===== src/hw/sfpm_pkg.sv =====
// package for the switch fault protection manager
package sfpm_pkg;
    localparam int unsigned SFPM_CLK_HZ = 20000000;
    // autoretry period in microseconds
    localparam int unsigned SFPM_T_AUTO_US = 150000;
    localparam longint unsigned SFPM_AUTO_CYC_L = (longint'(SFPM_T_AUTO_US) * SFPM_CLK_HZ) / 1000000;
    localparam int unsigned SFPM_AUTO_CYC = int'(SFPM_AUTO_CYC_L);
    localparam int unsigned SFPM_RETRY_MAX = 16;
    // number of current levels in a profile
    localparam int unsigned SFPM_NUM_STEPS = 8;
    // inrush step dwell base in cycles, scaled by slope field
    localparam int unsigned SFPM_STEP_BASE = 256;
    // cooling emulator base per off-duration unit in cycles
    localparam int unsigned SFPM_COOL_BASE = 1024;
    // steady level index for each steady_level_select code (second level default), then the inrush top and skip steps
    localparam logic [2:0] SFPM_LVL_DC1 = 3'h4;
    localparam logic [2:0] SFPM_LVL_DC2 = 3'h5;
    localparam logic [2:0] SFPM_LVL_DC3 = 3'h6;
    localparam logic [2:0] SFPM_LVL_DC4 = 3'h7;
    localparam logic [2:0] SFPM_LVL_TOP = 3'h0;
    localparam logic [2:0] SFPM_LVL_SKIP = 3'h1;

    typedef enum logic [2:0] {
        SFPM_MODE_NORMAL = 3'b001,
        SFPM_MODE_FAILSAFE = 3'b010,
        SFPM_MODE_OFF = 3'b100
    } sfpm_mode_t;

    // per-channel configuration bits
    typedef struct packed {
        logic hid_profile_select;
        logic bulb28_select;
        logic [1:0] inrush_slope;
        logic inrush_top_step_remove;
        logic [1:0] steady_level_select;
        logic cooling_emulation_enable;
        logic [1:0] cooling_slope_select;
        logic short_to_supply_disable;
        logic off_openload_disable;
        logic direct_disable;
        logic on_bit;
    } sfpm_ch_cfg_t;

    // per-channel comparator results
    typedef struct packed {
        logic overtemp;
        logic overcurrent;
        logic severe_short;
        logic short_to_supply;
        logic off_openload;
        logic gate_off;
    } sfpm_ch_det_t;

    // reported status bits per channel
    typedef struct packed {
        logic overtemp_flag;
        logic overcurrent_flag;
        logic severe_short_flag;
        logic short_to_supply_flag;
        logic off_openload_flag;
    } sfpm_ch_stat_t;
endpackage


===== src/hw/sfpm_top.sv =====
// fault protection and diagnostic manager for a four-channel high-side switch
`timescale 1ns/1ps
module sfpm_top
    import sfpm_pkg::*;
#(
    parameter int unsigned NCH = 4,
    parameter int unsigned AUTO_CYC = SFPM_AUTO_CYC
) (
    input wire logic sys_clk,
    input wire logic rstn,
    input wire logic logic_supply_fail,
    input wire logic [NCH-1:0] on_input,
    input wire logic pwm_enable,
    input wire logic internal_pwm_select,
    input wire logic failsafe_mode,
    input wire logic overvoltage_protect_disable,
    input wire sfpm_ch_cfg_t [NCH-1:0] ch_cfg,
    input wire sfpm_ch_det_t [NCH-1:0] ch_det,
    input wire logic overvoltage_det,
    input wire logic undervoltage_det,
    input wire logic status_read,
    output logic [NCH-1:0] output_enable,
    output logic [NCH-1:0][2:0] oc_level_index,
    output logic fault_flag_out_n,
    output sfpm_ch_stat_t [NCH-1:0] ch_stat,
    output logic overvoltage_flag,
    output logic undervoltage_flag,
    output logic [NCH-1:0][4:0] retry_count
);
    // refuse sizes that the counters and the pin logic cannot serve
    if (NCH < 1 || NCH > 8) begin : g_bad_nch
        $error("sfpm_top: NCH out of range");
    end
    if (AUTO_CYC < 1) begin : g_bad_auto
        $error("sfpm_top: AUTO_CYC must be positive");
    end

    localparam int AW = $clog2(AUTO_CYC + 1);
    localparam logic [4:0] RMAX = 5'(SFPM_RETRY_MAX);
    localparam logic [AW-1:0] AUTO_LAST = AW'(AUTO_CYC - 1);
    // first inrush step for a hot and for a warm filament
    localparam logic [2:0] STEP_HOT = 3'h3;
    localparam logic [2:0] STEP_WARM = 3'h2;

    // comparator inputs come from analog, so resynchronise everything
    logic [NCH*6+2-1:0] det_s1_r, det_s2_r;
    always_ff @(posedge sys_clk or negedge rstn) begin
        if (!rstn) begin
            det_s1_r <= '0;
            det_s2_r <= '0;
        end else begin
            det_s1_r <= {ch_det, overvoltage_det, undervoltage_det};
            det_s2_r <= det_s1_r;
        end
    end
    sfpm_ch_det_t [NCH-1:0] det;
    logic ov_s, uv_s;
    assign det = det_s2_r[NCH*6+1:2];
    assign ov_s = det_s2_r[1];
    assign uv_s = det_s2_r[0];

    // supply-fail acts as a synchronous wipe of every latch
    logic wipe;
    assign wipe = logic_supply_fail;

    // mode tracking for retry counter reset
    sfpm_mode_t mode_r;
    logic mode_change;
    sfpm_mode_t mode_nxt;
    always_comb begin
        mode_nxt = failsafe_mode ? SFPM_MODE_FAILSAFE : SFPM_MODE_NORMAL;
    end
    always_ff @(posedge sys_clk or negedge rstn) begin
        if (!rstn) mode_r <= SFPM_MODE_OFF;
        else mode_r <= mode_nxt;
    end
    assign mode_change = (mode_r != mode_nxt) && (mode_r != SFPM_MODE_OFF);

    // overvoltage shutdown and shared undervoltage latch
    logic uv_lat_r;
    logic ov_shut;
    logic any_cmd;
    logic [NCH-1:0] cmd;
    logic [NCH-1:0] retry_fire_v;
    assign ov_shut = ov_s && !overvoltage_protect_disable;
    assign any_cmd = |cmd;
    // a retry on any channel releases the shared latch, else a commanded output could never restart
    always_ff @(posedge sys_clk or negedge rstn) begin
        if (!rstn) uv_lat_r <= 1'b0;
        else if (wipe || mode_change) uv_lat_r <= 1'b0;
        else if (uv_s) uv_lat_r <= 1'b1;
        else if (!any_cmd || (|retry_fire_v)) uv_lat_r <= 1'b0;
    end

    // status flags for supply faults; set beats read clear
    always_ff @(posedge sys_clk or negedge rstn) begin
        if (!rstn) begin
            overvoltage_flag <= 1'b0;
            undervoltage_flag <= 1'b0;
        end else if (wipe) begin
            overvoltage_flag <= 1'b0;
            undervoltage_flag <= 1'b0;
        end else begin
            if (ov_s) overvoltage_flag <= 1'b1;
            else if (status_read) overvoltage_flag <= 1'b0;
            if (uv_s) undervoltage_flag <= 1'b1;
            else if (status_read) undervoltage_flag <= 1'b0;
        end
    end

    // per-channel requests to pull the fault pin low
    logic [NCH-1:0] pin_low;

    genvar g;
    generate
        for (g = 0; g < NCH; g++) begin : g_ch
            logic cmd_d_r, lat_ot_r, lat_oc_r, lat_sc_r, inrush_r, retry_req;
            logic [2:0] step_r;
            logic [11:0] dwell_r;
            logic [15:0] off_cnt_r;
            logic [AW-1:0] auto_cnt_r;
            logic retry_fire, rise, fall, stable_on, latched;
            logic [11:0] dwell_len;
            logic [2:0] first_step, steady_lvl, prof_ofs;

            // output command selection
            assign cmd[g] = pwm_enable ? ch_cfg[g].on_bit
                          : (on_input[g] && !ch_cfg[g].direct_disable);
            assign rise = cmd[g] && !cmd_d_r;
            assign fall = !cmd[g] && cmd_d_r;
            assign latched = lat_ot_r || lat_oc_r || lat_sc_r || uv_lat_r;
            // retry request; a status read drops it, so a read stops further retries
            assign retry_req = ch_stat[g].overcurrent_flag || ch_stat[g].overtemp_flag
                             || undervoltage_flag;
            assign retry_fire = retry_req && latched && !lat_sc_r && cmd[g]
                              && !det[g].overtemp && !uv_s
                              && (retry_count[g] < RMAX) && (auto_cnt_r == AUTO_LAST);
            assign retry_fire_v[g] = retry_fire;

            // delayed command; a command high at release reads as a rise and starts inrush
            always_ff @(posedge sys_clk or negedge rstn) begin
                if (!rstn) cmd_d_r <= 1'b0;
                else cmd_d_r <= cmd[g];
            end

            // protection latches; the off-then-on toggle is the command's falling edge
            always_ff @(posedge sys_clk or negedge rstn) begin
                if (!rstn) begin
                    lat_ot_r <= 1'b0;
                    lat_oc_r <= 1'b0;
                    lat_sc_r <= 1'b0;
                end else if (wipe || mode_change) begin
                    lat_ot_r <= 1'b0;
                    lat_oc_r <= 1'b0;
                    lat_sc_r <= 1'b0;
                end else begin
                    if (det[g].overtemp && cmd[g]) lat_ot_r <= 1'b1;
                    else if (!det[g].overtemp && (fall || retry_fire)) lat_ot_r <= 1'b0;
                    if (det[g].overcurrent && output_enable[g]) lat_oc_r <= 1'b1;
                    else if (!det[g].overcurrent && (fall || retry_fire)) lat_oc_r <= 1'b0;
                    if (det[g].severe_short && output_enable[g]) lat_sc_r <= 1'b1;
                    else if (!det[g].severe_short && fall) lat_sc_r <= 1'b0;
                end
            end

            // autoretry period timer and counter
            always_ff @(posedge sys_clk or negedge rstn) begin
                if (!rstn) auto_cnt_r <= '0;
                else if (!latched || retry_fire) auto_cnt_r <= '0;
                else if (auto_cnt_r != AUTO_LAST) auto_cnt_r <= auto_cnt_r + 1'b1;
            end
            // count holds at the limit; only a mode change or a wipe starts it again
            always_ff @(posedge sys_clk or negedge rstn) begin
                if (!rstn) retry_count[g] <= '0;
                else if (wipe || mode_change) retry_count[g] <= '0;
                else if (retry_fire) retry_count[g] <= retry_count[g] + 5'h01;
            end

            // off-time counter feeds the cooling emulator
            always_ff @(posedge sys_clk or negedge rstn) begin
                if (!rstn) off_cnt_r <= '1;
                else if (output_enable[g]) off_cnt_r <= '0;
                else if (off_cnt_r != 16'hffff) off_cnt_r <= off_cnt_r + 16'h0001;
            end

            // first inrush step: longer off means a colder filament and a higher step
            always_comb begin
                first_step = ch_cfg[g].inrush_top_step_remove ? SFPM_LVL_SKIP : SFPM_LVL_TOP;
                if (!failsafe_mode && pwm_enable && internal_pwm_select && !retry_fire
                    && ch_cfg[g].cooling_emulation_enable && ch_cfg[g].hid_profile_select) begin
                    if (off_cnt_r < 16'(SFPM_COOL_BASE << ch_cfg[g].cooling_slope_select))
                        first_step = STEP_HOT;
                    else if (off_cnt_r < 16'(SFPM_COOL_BASE << ({1'b0, ch_cfg[g].cooling_slope_select} + 3'h1)))
                        first_step = STEP_WARM;
                end
                // a bulb profile never starts above its own top step on a command rise
                if (first_step < prof_ofs) first_step = prof_ofs;
                case (ch_cfg[g].steady_level_select)
                    2'h1: steady_lvl = SFPM_LVL_DC1;
                    2'h2: steady_lvl = SFPM_LVL_DC3;
                    2'h3: steady_lvl = SFPM_LVL_DC4;
                    default: steady_lvl = SFPM_LVL_DC2;
                endcase
            end
            // dwell per step doubles with each slope code
            assign dwell_len = 12'(SFPM_STEP_BASE << ch_cfg[g].inrush_slope);
            assign stable_on = output_enable[g];

            // inrush step sequencer; a retry restarts from the default profile
            always_ff @(posedge sys_clk or negedge rstn) begin
                if (!rstn) begin
                    inrush_r <= 1'b0;
                    step_r <= SFPM_LVL_TOP;
                    dwell_r <= '0;
                end else if (rise || retry_fire) begin
                    inrush_r <= 1'b1;
                    step_r <= retry_fire ? SFPM_LVL_TOP : first_step;
                    dwell_r <= '0;
                end else if (inrush_r && stable_on) begin
                    if (dwell_r >= dwell_len - 12'h001) begin
                        dwell_r <= '0;
                        if (step_r >= 3'h3) inrush_r <= 1'b0;
                        else step_r <= step_r + 3'h1;
                    end else begin
                        dwell_r <= dwell_r + 12'h001;
                    end
                end
            end

            // profile offset: hid with the select low (default), 55 W or 28 W bulb with it set
            assign prof_ofs = !ch_cfg[g].hid_profile_select ? 3'h0 : (ch_cfg[g].bulb28_select ? 3'h2 : 3'h1);
            always_ff @(posedge sys_clk or negedge rstn) begin
                if (!rstn) oc_level_index[g] <= SFPM_LVL_TOP;
                else oc_level_index[g] <= inrush_r ? step_r : steady_lvl;
            end

            // output gate and fault-pin contribution
            always_ff @(posedge sys_clk or negedge rstn) begin
                if (!rstn) output_enable[g] <= 1'b0;
                else output_enable[g] <= cmd[g] && !latched && !ov_shut && !uv_s
                                         && !det[g].overtemp && !wipe;
            end
            assign pin_low[g] = lat_ot_r || lat_oc_r || lat_sc_r || det[g].overtemp
                              || (uv_lat_r && cmd[g])
                              || (!cmd[g] && det[g].gate_off
                                  && ((det[g].short_to_supply && !ch_cfg[g].short_to_supply_disable)
                                      || (det[g].off_openload && !ch_cfg[g].off_openload_disable)));

            // per-channel reporting flags; a new event wins over the read clear
            always_ff @(posedge sys_clk or negedge rstn) begin
                if (!rstn) ch_stat[g] <= '0;
                else if (wipe) ch_stat[g] <= '0;
                else begin
                    if (det[g].overtemp) ch_stat[g].overtemp_flag <= 1'b1;
                    else if (status_read) ch_stat[g].overtemp_flag <= 1'b0;
                    if (det[g].overcurrent && output_enable[g]) ch_stat[g].overcurrent_flag <= 1'b1;
                    else if (status_read) ch_stat[g].overcurrent_flag <= 1'b0;
                    if (det[g].severe_short && output_enable[g]) ch_stat[g].severe_short_flag <= 1'b1;
                    else if (status_read) ch_stat[g].severe_short_flag <= 1'b0;
                    if (!cmd[g] && det[g].gate_off && det[g].short_to_supply && !ch_cfg[g].short_to_supply_disable) begin
                        ch_stat[g].short_to_supply_flag <= 1'b1;
                        ch_stat[g].off_openload_flag <= 1'b1;
                    end else if (!cmd[g] && det[g].gate_off && det[g].off_openload
                                 && !ch_cfg[g].off_openload_disable) begin
                        ch_stat[g].off_openload_flag <= 1'b1;
                    end else if (status_read) begin
                        ch_stat[g].short_to_supply_flag <= 1'b0;
                        ch_stat[g].off_openload_flag <= 1'b0;
                    end
                end
            end
        end
    endgenerate

    // active-low fault pin, registered
    always_ff @(posedge sys_clk or negedge rstn) begin
        if (!rstn) fault_flag_out_n <= 1'b1;
        else fault_flag_out_n <= !((|pin_low) || ov_shut || uv_s);
    end
endmodule // sfpm_top


===== config.mk =====
export PLATFORM = sky130hd
export DESIGN_NAME = sfpm_top
export DESIGN_NICKNAME = d
export VERILOG_FILES = /design/src/hw/sfpm_pkg.sv /design/src/hw/sfpm_top.sv
export SDC_FILE = /design/constraint.sdc
export NUM_CORES = 1
export LEC_CHECK = 0
export BUFFER_PORTS_ARGS = -buffer_cell sky130_fd_sc_hd__buf_2
export CAP_MARGIN = 25
export CORE_MARGIN = 2
export CORE_UTILIZATION = 35
export CTS_CLUSTER_DIAMETER = 120
export DETAILED_ROUTE_END_ITERATION = 8
export MAX_ROUTING_LAYER = met4
export PLACE_DENSITY = 0.64
export REMOVE_ABC_BUFFERS = 1
export SETUP_SLACK_MARGIN = 0.05
export SKIP_LAST_GASP = 1
export SLEW_MARGIN = 20
export SYNTH_ARGS = -nofsm -noshare
export SYNTH_HDL_FRONTEND = slang
export SYNTH_SLANG_ARGS = --single-unit
export TNS_END_PERCENT = 50

===== constraint.sdc =====
create_clock -name sys_clk -period 8.2 [get_ports sys_clk]
set_clock_uncertainty 0.2 [all_clocks]
set_input_delay 0.41 -clock sys_clk [delete_from_list [all_inputs] [get_ports sys_clk]]
set_output_delay 0.41 -clock sys_clk [all_outputs]
set_load 0.05 [all_outputs]

# Word level (Yosys, flattened, before mapping)
# Cells that the tools add are included.
[totals]
regBits = 347
input_bits = 94
out_inout_bits = 59
word_cells = 676
[classes]
addsub = 28
n_lt_le_gt_ge = 24
eq_ne = 34
shifts = 12
n_mux = 186
reduce_logical = 317
[ops]
columns = ["cell", "count"]
rows = [
  ["2-to-1 mux 22 bit", 8],
  ["2-to-1 mux 12 bit", 12],
  ["logical AND 1 bit", 140],
  ["less-than comparator 16 bit", 8],
  ["2-to-1 mux 16 bit", 8],
  ["2-to-1 mux 3 bit", 33],
  ["nonzero test 3 bit", 31],
  ["adder 22 x 1 -> 22 bit, second input constant", 4],
  ["equality test 22 bit, second input constant", 4],
  ["2-to-1 mux 1 bit", 88],
  ["!= test 22 bit, second input constant", 4],
  ["adder 16 x 1 -> 16 bit, second input constant", 4],
  ["!= test 16 bit, second input constant", 4],
  ["<< shifter 11 x 2 -> 16 bit, first input constant", 4],
  ["<< shifter 11 x 3 -> 16 bit, first input constant", 4],
  ["2-to-1 mux 5 bit", 12],
  ["logical OR 1 bit", 52],
  ["zero test 1 bit", 51],
  ["adder 12 x 1 -> 12 bit, second input constant", 4],
  [">= comparator 12 bit", 4],
  ["nonzero test 2 bit", 24],
  ["<< shifter 9 x 2 -> 12 bit, first input constant", 4],
  ["subtractor 12 x 1 -> 12 bit, second input constant", 4],
  ["2-to-1 mux 2 bit", 21],
  ["other kinds (16)", 69],
]

# Depth between registers and ports, before layout
[depth]
depth_word = 19
depth_mapped = 13
depth_no_buf = 12

# Worst setup path before layout
# No wires, ideal clock.
[synth_timing]
path_kind = "flip-flop to flip-flop"
start = "register g_ch[3].auto_cnt_r[12]"
end = "register g_ch[3].step_r[0]"
setup_time_ps = 94
t_arrival_ps = 2702
required_ps = 7906
setup_slack_ps = 5204
path_stages_with_launch = 10
n_path_buf = 0
synth_period_minus_slack_ps = 2996
path_cell_list = "dfrtp_1 or4b_1 or4_4 nor4_4 or2_2 a21o_1 inv_1 ha_1 o221a_2 a211oi_1"
[synth_between]
elab_chain_len = 11
word_cells_on_any_way = 16
cone_classes = "order compare: 1; eq/ne: 2; mux: 4; reduce/logical: 9"
[synth_lines]
columns = ["element", "line", "source"]
rows = [
  ["start, declared", "sfpm_top.sv:121", "logic [AW-1:0] auto_cnt_r;"],
  ["start signal, assigned", "sfpm_top.sv:170", "else if (auto_cnt_r != AUTO_LAST) auto_cnt_r <= auto_cnt_r + 1'b1;"],
  ["equality test 22 bit *", "sfpm_top.sv:137", "&& (retry_count[g] < RMAX) && (auto_cnt_r == AUTO_LAST);"],
  ["logical AND 1 bit *", "sfpm_top.sv:137", ""],
  ["zero test 1 bit", "sfpm_top.sv:189", "if (!failsafe_mode && pwm_enable && internal_pwm_select && !retry_fire"],
  ["logical AND 1 bit", "sfpm_top.sv:189", ""],
  ["logical AND 1 bit (2 in a row)", "sfpm_top.sv:190", "&& ch_cfg[g].cooling_emulation_enable && ch_cfg[g].hid_profile_select) begin"],
  ["2-to-1 mux 3 bit", "sfpm_top.sv:189", ""],
  ["less-than comparator 3 bit", "sfpm_top.sv:197", "if (first_step < prof_ofs) first_step = prof_ofs;"],
  ["2-to-1 mux 3 bit", "sfpm_top.sv:197", ""],
  ["2-to-1 mux 3 bit", "sfpm_top.sv:217", "step_r <= retry_fire ? SFPM_LVL_TOP : first_step;"],
  ["2-to-1 mux 3 bit", "sfpm_top.sv:215", "end else if (rise || retry_fire) begin"],
  ["end signal, assigned", "sfpm_top.sv:217", ""],
  ["end signal, assigned", "sfpm_top.sv:223", "else step_r <= step_r + 3'h1;"],
  ["end, declared", "sfpm_top.sv:118", "logic [2:0] step_r;"],
]
# Every way passes the cells marked *; elsewhere a longest branch is shown, timed or not.
# A chain may end at the register's enable or synchronous reset.

# Final worst setup path
# Ends and elaborated chain as after synthesis.

==> results.md <==
* P per Cell Area at 213 nW/µm²
* Buffers on Ports at 152
* Ys async rst share at 100%
* Final hold vios at 0
* Worst-Margin Slew at ~0.94 ns
* Mapped Cells at about 1700
* Synth Area in Adders at 6.61%
* Core Rows at 81
* Max Cap Viol at 0
* Drt first pass iters at 5
* Via count at 13600
* Die width at around 230 µm
* Setup repair after global routing missed its margin: false
* Net switching power at 0.00115 W
* Worst slew margin at 37.4%
* Share of cells above drive strength 1 at between 10% and 20%
* Post-DP HPWL at 30.4 mm
* Post-layout util at 42.4%
* Via-per-instance ratio at approximately 5.2
* Sequential power share at approximately 45%
* Wire per inst at ~16 µm
* # clock sinks at between 300 and 400
* Core Area at 49100 µm²
* Post-synthesis mux area share at under 10%
* Area share of and/or/nand/nor cells after synthesis at about 22%
* Peak supply drop at around 130 µV
* Synth cell types at 78
* Largest net degree at the start of global routing at 89
* Synthesized cell area at approximately 17000 µm²
* Post-layout instance count excluding filler cells at between 2000 and 3000
* Main combinational cell family by area after synthesis: simple AND/OR/NAND/NOR gates
* Area grow syn2layout at 19.4%
* CP endpoint kind: flop
* Sequential share of the synthesized area at between 50% and 60%
* Minimum clock period at ~3.7 ns
* Gr ovfl total at 0
* Run status: finished clean
* GP Congestion at 0.823
* Clock network power share at roughly 45%
* Yosys reg bits at 347
* H-tree levels at 2
* Combinational group share of total power at a little over a tenth
* Leakage at between 9 and 10 nW
* All-layer global routing usage at between 10% and 20%
* Number of synthesized flops with an enable pin at 0
* Int Pwr at 0.00327 W
* Syn_area_per_cell at 9.97 µm²
* I/O pin cnt at ~150
* Initial antenna violation count at 1
* Number of global-route vias before repair at roughly 14000
* Synth Flop Type: dfrtp_1
* Die H at 227 µm
* CTS tree: yes
* Final Net Count at between 2000 and 2500
* Sw frac at ~26%
* Post-route ant nets at 0
* CP required at 8.47 ns
* F_max at about 0.27 GHz
* Drt total wl at ~43 mm
* Inst Count DP at ~2500
* Initial Utilization at around 36%
* Finish-stage setup viols at 0
* Clock Tree Root: clkbuf_16
* Max FO, Critical Path at 14
* Die area at ~52000 µm²
* Total number of yosys warnings at 0
* Synth Area in XOR/XNOR at 8.34%
* DRC Markers at 0
* First-pass GRT wire length at around 70 mm
* Overall power at 0.00442 W
* Clk pin slew, worst setup/hold paths at 0.06 ns
* Initial DRC Count at 900
* Critical Path Start Type: flop
* Crit share post-route at 45.0%
* Fin. max-slew vios at 0
* CTS buffer count at 41
* Worst hold path type: in -> reg
* Postcts setup bufs at 0
* Setup_tns at 0 ns
* Critical setup path kind: reg -> reg
* Hold_ws at between 0.02 and 0.03 ns
* Clk Latency, worst-skew pair at around 0.57 ns
* Arr. time, crit path at 3.96 ns
* Synth Area in Compound Gates at under 10%
* Bufs on Longest Clock Path at 3
## power by group through the flow
| stage | sequential (W) | combinational, W | clock, W |
|---|---|---|---|
| global route | 0.00199 | 0.000538 | 0.00210 |
| global placement | 0.00199 | 0.000450 | 0 |
| floorplan | 0.00202 | 0.000258 | 0 |
| detailed placement | 0.00200 | 0.000466 | 0 |
| CTS | 0.00197 | 0.000482 | 0.00202 |
| finish | 0.00197 | 0.000476 | 0.00198 |
## repair_timing
action	4_1_cts	5_1_grt
resized for setup	0	0
hold buffers	33	0
endpoints found under the hold margin	106	0
## stage by stage
step	setup slack, ns	instance area [µm²]
global route	4.36	20800
finish	4.51	20800
floorplan	4.91	17200
detailed placement	4.53	18900
CTS	4.52	20800
global placement	4.61	18900
## cell families (layout without fill, tap and decap cells)
group                    after synthesis  count (layout)
adder cells (fa/ha/maj)               92              92
XOR/XNOR                             166             166
buffers and inverters                 89             315
other                                  2              12
AND/OR/NAND/NOR                      775             775
multiplexers                          20              20
flip-flops                           347             347
AO/OA/AOI/OAI                        256             256
## synth_stat cells (all sizes together) (37+ instances only)
library cell | number | area, µm²
nor2 | 288 | 1080
dfrtp | 281 | 7030
nand2 | 143 | 537
xor2 | 93 | 815
ha | 92 | 1150
nand3 | 83 | 415
xnor2 | 73 | 639
a21oi | 68 | 340
dfstp | 66 | 1730
o21ai | 58 | 294
nand4 | 48 | 300
clkbuf | 40 | 150
inv | 37 | 139
## placed cells by master, fill, tap and decap left out, drive strengths merged, types with 6 or more instances in the layout
cell / synthesis / routed
conb: 2 / 9
dfstp: 66 / 66
o21a: 11 / 11
a22oi: 8 / 8
or2: 13 / 13
nand3: 83 / 83
nor2: 288 / 288
a31oi: 15 / 15
xor2: 93 / 93
nor3: 35 / 35
bufinv: 0 / 6
nand4: 48 / 48
dfrtp: 281 / 281
dlygate4sd3: 0 / 33
ha: 92 / 92
inv: 37 / 39
a21oi: 68 / 68
and3: 35 / 35
or4: 6 / 6
o211ai: 12 / 12
nand2b: 19 / 19
and2: 18 / 18
nor4: 27 / 27
a41oi: 6 / 6
a311oi: 7 / 7
or3: 6 / 6
clkinv: 1 / 9
buf: 11 / 168
a211oi: 22 / 22
nand4b: 8 / 8
mux2: 7 / 7
o21ai: 58 / 58
a21o: 7 / 7
clkbuf: 40 / 58
and4: 16 / 16
mux2i: 13 / 13
nor2b: 10 / 10
nand2: 143 / 143
xnor2: 73 / 73
## state kept, by name (all words and copies together), names as in the netlist
name / cells
ch_stat: 20
det_s1_r: 26
det_s2_r: 26
fault_flag_out_n: 1
g_ch.auto_cnt_r: 88
g_ch.cmd_d_r: 4
g_ch.dwell_r: 48
g_ch.inrush_r: 4
g_ch.lat_oc_r: 4
g_ch.lat_ot_r: 4
g_ch.lat_sc_r: 4
g_ch.off_cnt_r: 64
g_ch.stable_on: 4
g_ch.step_r: 12
mode_r: 3
oc_level_index: 12
overvoltage_flag: 1
retry_count: 20
undervoltage_flag: 1
uv_lat_r: 1
## worst paths after layout
kind	start	to	slack [ns]	cells after the start
min in group asynchronous	rstn	g_ch[3].dwell_r[10]	0.25	2
min reg2reg	det_s1_r[2]	det_s2_r[2]	0.14	0
max	g_ch[3].auto_cnt_r[12]	g_ch[3].step_r[0]	4.51	9
min	ch_cfg[36]	oc_level_index[6]	0.03	3
max in group asynchronous	rstn	g_ch[2].lat_ot_r	5.71	4
max reg2reg	g_ch[3].auto_cnt_r[12]	g_ch[3].step_r[0]	4.51	9
## worst max-delay path: stages, from the launching register on
cell and delay (ns):
dfrtp_1 0.43, or4b_1 0.57, or4_4 0.58, nor4_4 0.81, or2_2 0.25, a21o_1 0.12
inv_1 0.05, ha_1 0.18, o221a_2 0.22, a211oi_1 0.21
## layer usage
| layer | global-route usage (%) | part of all wire, % | vias to the layer above |
|---|---|---|---|
| met5 | - | 0 | - |
| met4 | 6.49 | 3.4 | 0 |
| met3 | 3.54 | 5.8 | 77 |
| met2 | 27.2 | 46 | 292 |
| met1 | 21.7 | 44 | 6702 |
| li1 | - | - | 6562 |
## final cells by class
cell class                      instances  area, µm²
Timing Repair Buffer                  201       1240
Sequential cell                       347       8770
Antenna cell                            3       7.51
Multi-Input combinational cell       1318       8330
Tap cell                              664        831
Fill cell                            4775      28300
Clock buffer                           58       1200
Clock inverter                         18        283
Inverter                               38        143
(Power assumes the default switching activity.)
